$ cat config.mk
export PLATFORM = sky130hd
export DESIGN_NAME = icn_ctrl_top
export DESIGN_NICKNAME = d
export VERILOG_FILES = /design/src/rtl/icn_pkg.sv /design/src/rtl/icn_timing_if.sv /design/src/rtl/icn_pin_detect.sv /design/src/rtl/icn_arbiter.sv /design/src/rtl/icn_ctrl_top.sv
export SDC_FILE = /design/constraint.sdc
export NUM_CORES = 1
export LEC_CHECK = 0
export BUFFER_PORTS_ARGS = -buffer_cell sky130_fd_sc_hd__buf_2
export CORE_UTILIZATION = 52
export DETAILED_ROUTE_END_ITERATION = 10
export PLACE_DENSITY = 0.86
export SLEW_MARGIN = 10
export SYNTH_ARGS = -nofsm -noshare
export SYNTH_HDL_FRONTEND = slang
export SYNTH_SLANG_ARGS = --single-unit
export TNS_END_PERCENT = 30
$ cat constraint.sdc
create_clock -name core_clk -period 3 [get_ports core_clk]
set_input_delay 0.15 -clock core_clk [delete_from_list [all_inputs] [get_ports core_clk]]
set_output_delay 0.15 -clock core_clk [all_outputs]
set_load 0.05 [all_outputs]
$ cat src/rtl/icn_pkg.sv
// Constants, register map and source order of the six-source interrupt controller.
// Assumes byte-wide control registers carried in the low bits of a 32-bit APB word; the status word also uses bits 8 to 13.

`default_nettype none

package icn_pkg;

	localparam int NUM_SRC = 6;

	typedef enum logic [2:0] {
		SRC_PIN0,
		SRC_TIMER0,
		SRC_PIN1,
		SRC_TIMER1,
		SRC_SERIAL,
		SRC_TIMER2
	} icn_src_t;

	// Register byte addresses
	localparam logic [7:0] TMR_CTRL_OFS = 8'h88;
	localparam logic [7:0] IRQ_EN_OFS = 8'ha8;
	localparam logic [7:0] IRQ_PRI_OFS = 8'hb8;
	localparam logic [7:0] STATUS_OFS = 8'hc0;

	// Field positions
	localparam int MASTER_GATE_BIT = 7;
	localparam int RSVD_BIT = 6;
	localparam int PRI_OFF_BIT = 7;
	localparam int PIN0_TRIG_BIT = 0;
	localparam int PIN0_FLAG_BIT = 1;
	localparam int PIN1_TRIG_BIT = 2;
	localparam int PIN1_FLAG_BIT = 3;
	localparam int ST_LO_BIT = 0;
	localparam int ST_HI_BIT = 1;
	localparam int ST_DEFER_BIT = 2;
	localparam int ST_REQ_LSB = 8;

	// Reset values
	localparam logic [7:0] IRQ_EN_RST = 8'h00;
	localparam logic [7:0] IRQ_PRI_RST = 8'h00;
	localparam logic [1:0] TRIG_RST = 2'h0;

	// Vector layout
	localparam logic [15:0] VEC_BASE = 16'h0003;
	localparam int VEC_SHIFT = 3;

endpackage : icn_pkg

`default_nettype wire

$ cat src/rtl/icn_timing_if.sv
// Machine-cycle state strobes shared between the controller and its pin detectors.
// Assumes one-cycle pulses on core_clk from the core's state sequencer.

`default_nettype none

interface icn_timing_if;
	logic s3;
	logic s5;
	logic s6;
	modport src (output s3, output s5, output s6);
	modport snk (input s3, input s5, input s6);
endinterface : icn_timing_if

`default_nettype wire

$ cat src/rtl/icn_pin_detect.sv
// Level or falling-edge detector for one external interrupt pin, with its request flag.
// Assumes the pin has already passed a two-stage synchroniser.

`default_nettype none

module icn_pin_detect (
	// Clock and reset
	input wire logic core_clk,
	input wire logic sys_rst,
	// Machine-cycle timing
	icn_timing_if.snk tim,
	// Pin and control
	input wire logic pin_sync,
	input wire logic edge_mode,
	input wire logic hw_clear,
	input wire logic sw_wr,
	input wire logic sw_val,
	// Request flag
	output logic flag_r
);
	logic lat1_r;
	logic lat2_r;
	logic flag_nxt;
	wire set_lvl = !edge_mode && tim.s3 && lat1_r;
	wire set_edge = edge_mode && tim.s3 && lat1_r && !lat2_r;
	wire clr_lvl = !edge_mode && tim.s6;
	wire clr_edge = edge_mode && hw_clear;
	wire clr = clr_lvl || clr_edge || (sw_wr && !sw_val);

	// Set wins over any clear so a request in the clearing cycle survives
	assign flag_nxt = set_lvl || set_edge || (sw_wr && sw_val) || (flag_r && !clr);

	always_ff @(posedge core_clk or posedge sys_rst) begin
		if (sys_rst) begin
			lat1_r <= 1'b0;
			lat2_r <= 1'b0;
			flag_r <= 1'b0;
		end else begin
			if (tim.s5)
				lat1_r <= !pin_sync;
			if (tim.s3)
				lat2_r <= lat1_r;
			flag_r <= flag_nxt;
		end
	end
endmodule : icn_pin_detect

`default_nettype wire

$ cat src/rtl/icn_arbiter.sv
// Fixed-order picker: lowest set request index wins.
// Assumes requests are already gated by enables.

`default_nettype none

module icn_arbiter #(
	parameter int N = 6
) (
	// Requests
	input wire logic [N-1:0] req,
	// Grant
	output logic hit,
	output logic [2:0] idx
);
	if (N < 1 || N > 8) begin : g_bad_n
		$error("arbiter width must be 1 to 8");
	end

	always_comb begin
		hit = 1'b0;
		idx = 3'h0;
		for (int i = N - 1; i >= 0; i--) begin
			if (req[i]) begin
				hit = 1'b1;
				idx = i[2:0];
			end
		end
	end

endmodule : icn_arbiter

`default_nettype wire

$ cat src/rtl/icn_ctrl_top.sv
// Six-source interrupt controller: APB registers, pin detection, two-level arbitration
// and vector call towards the core.
// Assumes the core supplies S3/S5/S6 strobes, an instruction-done pulse and a return pulse.

`default_nettype none

module icn_ctrl_top (
	// Clock and reset
	input wire logic core_clk,
	input wire logic sys_rst,
	// APB slave
	input wire logic psel,
	input wire logic penable,
	input wire logic pwrite,
	input wire logic [7:0] paddr,
	input wire logic [31:0] pwdata,
	output logic [31:0] prdata,
	output logic pready,
	output logic pslverr,
	// Core timing and sequencing
	input wire logic state_s3,
	input wire logic state_s5,
	input wire logic state_s6,
	input wire logic instr_done,
	input wire logic return_from_service,
	// Request sources
	input wire logic ext_pin_zero,
	input wire logic ext_pin_one,
	input wire logic timer0_source,
	input wire logic timer1_source,
	input wire logic serial_source,
	input wire logic timer2_source,
	// Vector call
	output logic vector_call,
	output logic [15:0] vector_addr,
	output logic [2:0] vector_source
);
	localparam int NS = icn_pkg::NUM_SRC;

	// ****************************************************************
	// Pin synchronisers
	// ****************************************************************
	logic [1:0] pin_meta_r;
	logic [1:0] pin_sync_r;

	// Pins idle high, so the chain resets high to avoid a false edge
	always_ff @(posedge core_clk or posedge sys_rst) begin
		if (sys_rst) begin
			pin_meta_r <= 2'h3;
			pin_sync_r <= 2'h3;
		end else begin
			pin_meta_r <= {ext_pin_one, ext_pin_zero};
			pin_sync_r <= pin_meta_r;
		end
	end

	// ****************************************************************
	// APB decode
	// ****************************************************************
	logic [7:0] irq_en_r;
	logic [7:0] irq_pri_r;
	logic [1:0] trig_r;
	logic in_lo_r;
	logic in_hi_r;
	logic defer_r;
	logic [31:0] prdata_r;
	logic pslverr_r;

	wire setup = psel && !penable;
	wire access = psel && penable;
	wire wr_en = access && pwrite;
	wire sel_tmr = paddr == icn_pkg::TMR_CTRL_OFS;
	wire sel_en = paddr == icn_pkg::IRQ_EN_OFS;
	wire sel_pri = paddr == icn_pkg::IRQ_PRI_OFS;
	wire sel_st = paddr == icn_pkg::STATUS_OFS;
	wire mapped = sel_tmr || sel_en || sel_pri || (sel_st && !pwrite);
	wire wr_tmr = wr_en && sel_tmr;
	wire wr_en_reg = wr_en && sel_en;
	wire wr_pri_reg = wr_en && sel_pri;
	wire wr_ctrl = wr_en_reg || wr_pri_reg;

	// Zero-wait slave: data is staged in the setup cycle
	assign pready = 1'b1;
	assign prdata = prdata_r;
	assign pslverr = access && pslverr_r;

	// ****************************************************************
	// Pin detectors
	// ****************************************************************
	icn_timing_if tim ();
	assign tim.s3 = state_s3;
	assign tim.s5 = state_s5;
	assign tim.s6 = state_s6;

	logic pin0_request_flag;
	logic pin1_request_flag;
	logic take;
	logic [2:0] take_idx;

	wire pin0_trigger_select = trig_r[0];
	wire pin1_trigger_select = trig_r[1];
	wire clr_pin0 = take && take_idx == icn_pkg::SRC_PIN0;
	wire clr_pin1 = take && take_idx == icn_pkg::SRC_PIN1;

	icn_pin_detect u_pin0 (
		.core_clk (core_clk),
		.sys_rst (sys_rst),
		.tim (tim),
		.pin_sync (pin_sync_r[0]),
		.edge_mode (pin0_trigger_select),
		.hw_clear (clr_pin0),
		.sw_wr (wr_tmr),
		.sw_val (pwdata[icn_pkg::PIN0_FLAG_BIT]),
		.flag_r (pin0_request_flag)
	);

	icn_pin_detect u_pin1 (
		.core_clk (core_clk),
		.sys_rst (sys_rst),
		.tim (tim),
		.pin_sync (pin_sync_r[1]),
		.edge_mode (pin1_trigger_select),
		.hw_clear (clr_pin1),
		.sw_wr (wr_tmr),
		.sw_val (pwdata[icn_pkg::PIN1_FLAG_BIT]),
		.flag_r (pin1_request_flag)
	);

	// ****************************************************************
	// Gating and arbitration
	// ****************************************************************
	wire [NS-1:0] raw_req = {timer2_source, serial_source, timer1_source,
		pin1_request_flag, timer0_source, pin0_request_flag};
	wire master_irq_gate = irq_en_r[icn_pkg::MASTER_GATE_BIT];
	wire [NS-1:0] act_req = raw_req & irq_en_r[NS-1:0] & {NS{master_irq_gate}};
	wire [NS-1:0] hi_lvl = irq_pri_r[NS-1:0];
	wire pri_on = !irq_pri_r[icn_pkg::PRI_OFF_BIT];
	// Uniform priority bits collapse to one level
	wire mixed = (|hi_lvl) && !(&hi_lvl);
	wire [NS-1:0] hi_req = act_req & (mixed ? hi_lvl : {NS{1'b0}});

	logic hi_hit;
	logic [2:0] hi_idx;
	logic any_hit;
	logic [2:0] any_idx;

	icn_arbiter #(.N(NS)) u_arb_hi (
		.req (hi_req),
		.hit (hi_hit),
		.idx (hi_idx)
	);

	icn_arbiter #(.N(NS)) u_arb_any (
		.req (act_req),
		.hit (any_hit),
		.idx (any_idx)
	);

	// Idle: high level first; low in service: only high may preempt
	wire idle = !in_lo_r && !in_hi_r;
	wire grant_on = !pri_on ? any_hit :
		in_hi_r ? 1'b0 :
		idle ? any_hit : hi_hit;
	wire grant_hi = pri_on && hi_hit;
	wire [2:0] grant_idx = grant_hi ? hi_idx : any_idx;

	// Returns and enable or priority writes hold the call back one instruction
	wire defer_hit = defer_r || wr_ctrl || return_from_service;
	assign take = instr_done && !defer_hit && grant_on;
	assign take_idx = grant_idx;

	// ****************************************************************
	// Registers
	// ****************************************************************
	always_ff @(posedge core_clk or posedge sys_rst) begin
		if (sys_rst) begin
			irq_en_r <= icn_pkg::IRQ_EN_RST;
			irq_pri_r <= icn_pkg::IRQ_PRI_RST;
			trig_r <= icn_pkg::TRIG_RST;
		end else begin
			if (wr_en_reg)
				irq_en_r <= pwdata[7:0];
			if (wr_pri_reg)
				irq_pri_r <= pwdata[7:0];
			if (wr_tmr)
				trig_r <= {pwdata[icn_pkg::PIN1_TRIG_BIT], pwdata[icn_pkg::PIN0_TRIG_BIT]};
		end
	end

	// An event blocks only the end of its own instruction; the following end may call
	wire defer_nxt = !instr_done && defer_hit;

	// Level tracking; without the priority circuit only one mark is kept
	wire hi_mark = take && grant_hi;
	wire lo_mark = take && !grant_hi;
	wire hi_ret = return_from_service && in_hi_r;
	wire lo_ret = return_from_service && !in_hi_r;
	wire in_hi_nxt = hi_mark || (in_hi_r && !hi_ret);
	wire in_lo_nxt = lo_mark || (in_lo_r && !lo_ret);

	always_ff @(posedge core_clk or posedge sys_rst) begin
		if (sys_rst) begin
			defer_r <= 1'b0;
			in_hi_r <= 1'b0;
			in_lo_r <= 1'b0;
		end else begin
			defer_r <= defer_nxt;
			in_hi_r <= in_hi_nxt;
			in_lo_r <= in_lo_nxt;
		end
	end

	// ****************************************************************
	// Read path
	// ****************************************************************
	logic [7:0] rd_tmr;
	logic [31:0] rd_st;
	logic [31:0] rd_word;

	always_comb begin
		rd_tmr = 8'h00;
		rd_tmr[icn_pkg::PIN0_TRIG_BIT] = trig_r[0];
		rd_tmr[icn_pkg::PIN0_FLAG_BIT] = pin0_request_flag;
		rd_tmr[icn_pkg::PIN1_TRIG_BIT] = trig_r[1];
		rd_tmr[icn_pkg::PIN1_FLAG_BIT] = pin1_request_flag;
		rd_st = 32'h0;
		rd_st[icn_pkg::ST_LO_BIT] = in_lo_r;
		rd_st[icn_pkg::ST_HI_BIT] = in_hi_r;
		rd_st[icn_pkg::ST_DEFER_BIT] = defer_r;
		rd_st[icn_pkg::ST_REQ_LSB +: NS] = raw_req;
	end

	wire [7:0] rd_en = irq_en_r | (8'h1 << icn_pkg::RSVD_BIT);
	wire [7:0] rd_pri = irq_pri_r | (8'h1 << icn_pkg::RSVD_BIT);

	assign rd_word = sel_tmr ? {24'h0, rd_tmr} :
		sel_en ? {24'h0, rd_en} :
		sel_pri ? {24'h0, rd_pri} :
		sel_st ? rd_st : 32'h0;

	always_ff @(posedge core_clk or posedge sys_rst) begin
		if (sys_rst) begin
			prdata_r <= 32'h0;
			pslverr_r <= 1'b0;
		end else if (setup) begin
			prdata_r <= pwrite ? 32'h0 : rd_word;
			pslverr_r <= !mapped;
		end
	end

	// ****************************************************************
	// Vector call
	// ****************************************************************
	wire [15:0] vec_nxt = icn_pkg::VEC_BASE + {10'h0, grant_idx, 3'h0};

	always_ff @(posedge core_clk or posedge sys_rst) begin
		if (sys_rst) begin
			vector_call <= 1'b0;
			vector_addr <= 16'h0;
			vector_source <= 3'h0;
		end else begin
			vector_call <= take;
			if (take) begin
				vector_addr <= vec_nxt;
				vector_source <= grant_idx;
			end
		end
	end
endmodule : icn_ctrl_top

`default_nettype wire

==> out/results.md <==
| Stage | Item | Value |
|---|---|---|
| floorplan | Total die area | 5360 sq um |
| timing | Final critical path time including I/O delays and setup | 2.15 ns |
| flow run | Maximum capacitance violations | 0 |
| clock tree | Clock sink total | 49 |
| finish | Layout cells sized above 1 | 32.6% |
| setup path | Worst-path cell chain | nand4_1, nand4_1, o21a_1, o211ai_4, nor4b_1, a31oi_1 |
| floorplan | Die Ht | 73.2 um |
| global routing | First-pass GRT wire length | 8.51 mm |
| global routing | Via count of the first global-routing pass | 1,783 |
| run status | Run status | complete, no violations |
| worst hold path | Start point of the worst hold path | state_s5 |
| timing | Highest clock rate | 0.465 GHz |
| clock tree | CTS Buffer Depth | 2 |
| power | Maximum ir drop on the vdd rail | 0.356 mV |
| drt | Aggregate routed wire length | 5.23 mm |
| clock tree | TritonCTS buffer count | 5 |
| timing | Period Utilization, post-route | 71.7% |
| global routing | Maximum number of pins on one net before global-route repair | 50 |
| yosys | Most frequently used flop master after synthesis | dfrtp_1 |
| timing | Worst Clk Skew | 0.00926 ns |
| floorplan | Num ports | 110 |
| yosys | Average size of a mapped cell | 10.6 sq um |
| setup path | Library cell appearing most often on the critical path | nand4_1 |
| placement | DP HPWL | 3.98 mm |
| timing | Final hold slack | 0.0393 ns |
| drt | Iteration-0 DRC Markers | 83 |
| worst hold path | Hold path cells | 2 |
| setup path | Kind of critical path | flip-flop to flip-flop |
| drt | Vias per inst | 5.34 |
| power | Static leakage | 1.51 nW |
| worst hold path | Worst min path class | input pin to flip-flop |
| global routing | Initial antenna violation count | 0 |
| setup path | Maximum fanout along the worst path | 16 |
| finish | Most common library cell in the layout ignoring fill and taps | buf_2 |
| drt | Number of design rule violations left after detail routing | 0 |
| finish | Core occupancy in the finished layout | 61.4% |
| clock tree | H-tree depth | 2 |
| power | Power density cells | 456 nW/um^2 |
| clock tree | Clock root buffer | clkbuf_8 |
| finish | Layout Nets | 356 |
| setup path | Crit Reg-Reg Startpoint | irq_en_r[7] |
| setup path | Delay of the slowest cell on the worst path | 0.62 ns |
| setup path | Logic depth of the worst register-to-register path | 6 |
| setup path | CP Data Required Time | 3.18 ns |
| drt | Detailed-route via count | 1,965 |
| clock tree | Post-cts gate resize count | 0 |
| yosys | Share of synthesized registers carrying an async set or reset | 100% |
| clock tree | TritonCTS clock tree | built |
| worst hold path | Hold Path Sink | u_pin1.lat1_r |
| yosys | Count of mapped cells out of synthesis | 248 |
| yosys | Post-synthesis sequential area ratio | 46.7% |
| timing | Unrepaired setup endpoints after global routing | no |
| finish | Area Overhead vs Synth | 12.1% |
| finish | Most frequent cells in the layout | 54 x buf_2, 45 x dfrtp_1, 30 x conb_1, 20 x nand2_1, 20 x mux2_2 |
| finish | Inserted Diodes | 0 |
| timing | Final setup vio count | 0 |
| drt | Routed WL per cell | 14.2 um |
| placement | IO buf count | 54 |
| setup path | Crit end category | flip-flop |
| floorplan | Initial core utilization | 54.8% |
| floorplan | Cell Rows | 25 |
| global routing | Total Routing Usage GR | 21.7% |
| clock tree | Clk pin slew, worst setup/hold paths | 0.09 ns |
| drt | Remaining antenna violation count after routing | 0 |
| yosys | YS warnings | 0 |
| placement | Placer congestion estimate | 0.896 |
| timing | Relative slew slack | 34.0% |
| floorplan | Die outline width | 73.2 um |
| yosys | Synth Register Bits | 49 |
| setup path | Highest-delay cell along the critical path | dfrtp_1 |
| setup path | Worst reg2reg endpoint | u_pin1.flag_r |
| setup path | Worst setup SP type | flip-flop |
| floorplan | Area inside the core boundary | 4820 sq um |
| yosys | Post-synth EDFFs | 0 |
| timing | Sum of negative setup slack | 0 ns |
| global routing | Global-route congestion overflow total | 0 |
| timing | Least-Margin Pin Slew | 0.989 ns |
| timing | Final-report max-slew violation count | 0 |
| drt | Number of search-and-repair iterations in the first detailed-routing pass | 4 |
| yosys | Number of distinct library cells after synthesis | 49 |
| setup path | Critical path data arrival time | 2.33 ns |
| setup path | R2R setup slack | 0.85 ns |
| timing | Number of hold-slack violations in the final timing report | 0 |
| yosys | Synthesized cell area | 2640 sq um |
| clock tree | Latest clock arrival within the worst-skew pair | 0.31 ns |
-- cells in the mapped netlist (4+ instances only) --
cell,n,area (sq um)
nand4_1,7,43.8
a21oi_1,10,50.1
buf_4,36,270
nor2_1,8,30.0
o21ai_0,16,80.1
dfrtp_1,45,1130
nand2b_1,5,31.3
dfstp_2,4,105
a22o_1,12,105
mux2i_1,5,50.1
inv_1,7,26.3
nand2_1,20,75.1
mux2_2,20,225
-- registers in the layout, summed over array words and instances (netlist names) --
register	count
u_pin0.flag_r	1
in_hi_r	1
u_pin1.lat1_r	1
pin_sync_r	2
pin_meta_r	2
vector_source	3
u_pin1.lat2_r	1
u_pin1.flag_r	1
irq_en_r	7
irq_pri_r	7
defer_r	1
prdata	14
trig_r	2
u_pin0.lat1_r	1
vector_addr	1
vector_call	1
in_lo_r	1
pslverr_r	1
u_pin0.lat2_r	1
-- worst max path at each step --
stage | slack [ns] | to | startpoint
2_1_floorplan | 1.15 | irq_en_r[0] | paddr[1]
3_3_place_gp | 0.87 | irq_en_r[2] | paddr[1]
3_5_place_dp | 0.84 | irq_en_r[5] | paddr[1]
4_1_cts | 0.90 | u_pin1.flag_r | irq_pri_r[0]
5_1_grt | 0.69 | u_pin1.flag_r | irq_pri_r[0]
6_report | 0.85 | u_pin1.flag_r | irq_en_r[7]
-- timing repair --
| item | in CTS | in global routing |
|---|---|---|
| endpoints found under the hold margin | 3 | 0 |
| hold buffers | 3 | 0 |
| setup buffers | 0 | 0 |
-- area by class of cell --
| cell class | count | area (sq um) |
|---|---|---|
| fill | 418 | 1860 |
| sequential | 49 | 1230 |
| multi-input combinational | 178 | 1190 |
| timing repair buffer | 58 | 308 |
| tap | 67 | 83.8 |
| clock buffer | 5 | 68.8 |
| clock inverter | 3 | 46.3 |
| inverter | 8 | 32.5 |
-- metrics by stage --
step | power [mW] | cell area, sq um | worst slack (ns) | std cells
finish | 1.35 | 2960 | 0.850 | 368
floorplan | 0.870 | 2740 | 1.15 | 276
detailed placement | 0.883 | 2810 | 0.836 | 357
CTS | 1.36 | 2960 | 0.902 | 368
global placement | 0.880 | 2810 | 0.874 | 357
global route | 1.40 | 2960 | 0.694 | 368
-- cell families after synthesis --
family                 after synthesis  synth area share, %
buffers and inverters               49                 12.3
DFF                                 49                 46.7
other                                2                0.285
muxes                               26                 11.0
AOI/OAI and AO/OA                   58                 15.5
and+or+nand+nor                     64                 14.3
-- report_power, final --
group          internal, mW  switching (mW)  total (mW)  leakage [nW]
clock                 0.249           0.226       0.476        0.0543
sequential            0.679          0.0171       0.696         0.652
combinational        0.0368           0.141       0.178         0.806
total                 0.965           0.384        1.35          1.51
-- worst max-delay path, delay by kind of cell (launching register included) --
kind	cells	cell delay [ns]
flip-flops	1	0.62
AND/OR/NAND/NOR	3	0.93
AO/OA/AOI/OAI	3	0.47
-- routing by layer --
layer / part of all wire, % / vias up / GRT usage [%]
li1: - / 941 / -
met1: 44 / 925 / 28.3
met2: 47 / 83 / 34.6
met3: 6.5 / 16 / 4.83
met4: 2.4 / 0 / 10.0
met5: 0 / - / 0
No activity file was read; power rests on OpenSTA's default activity.
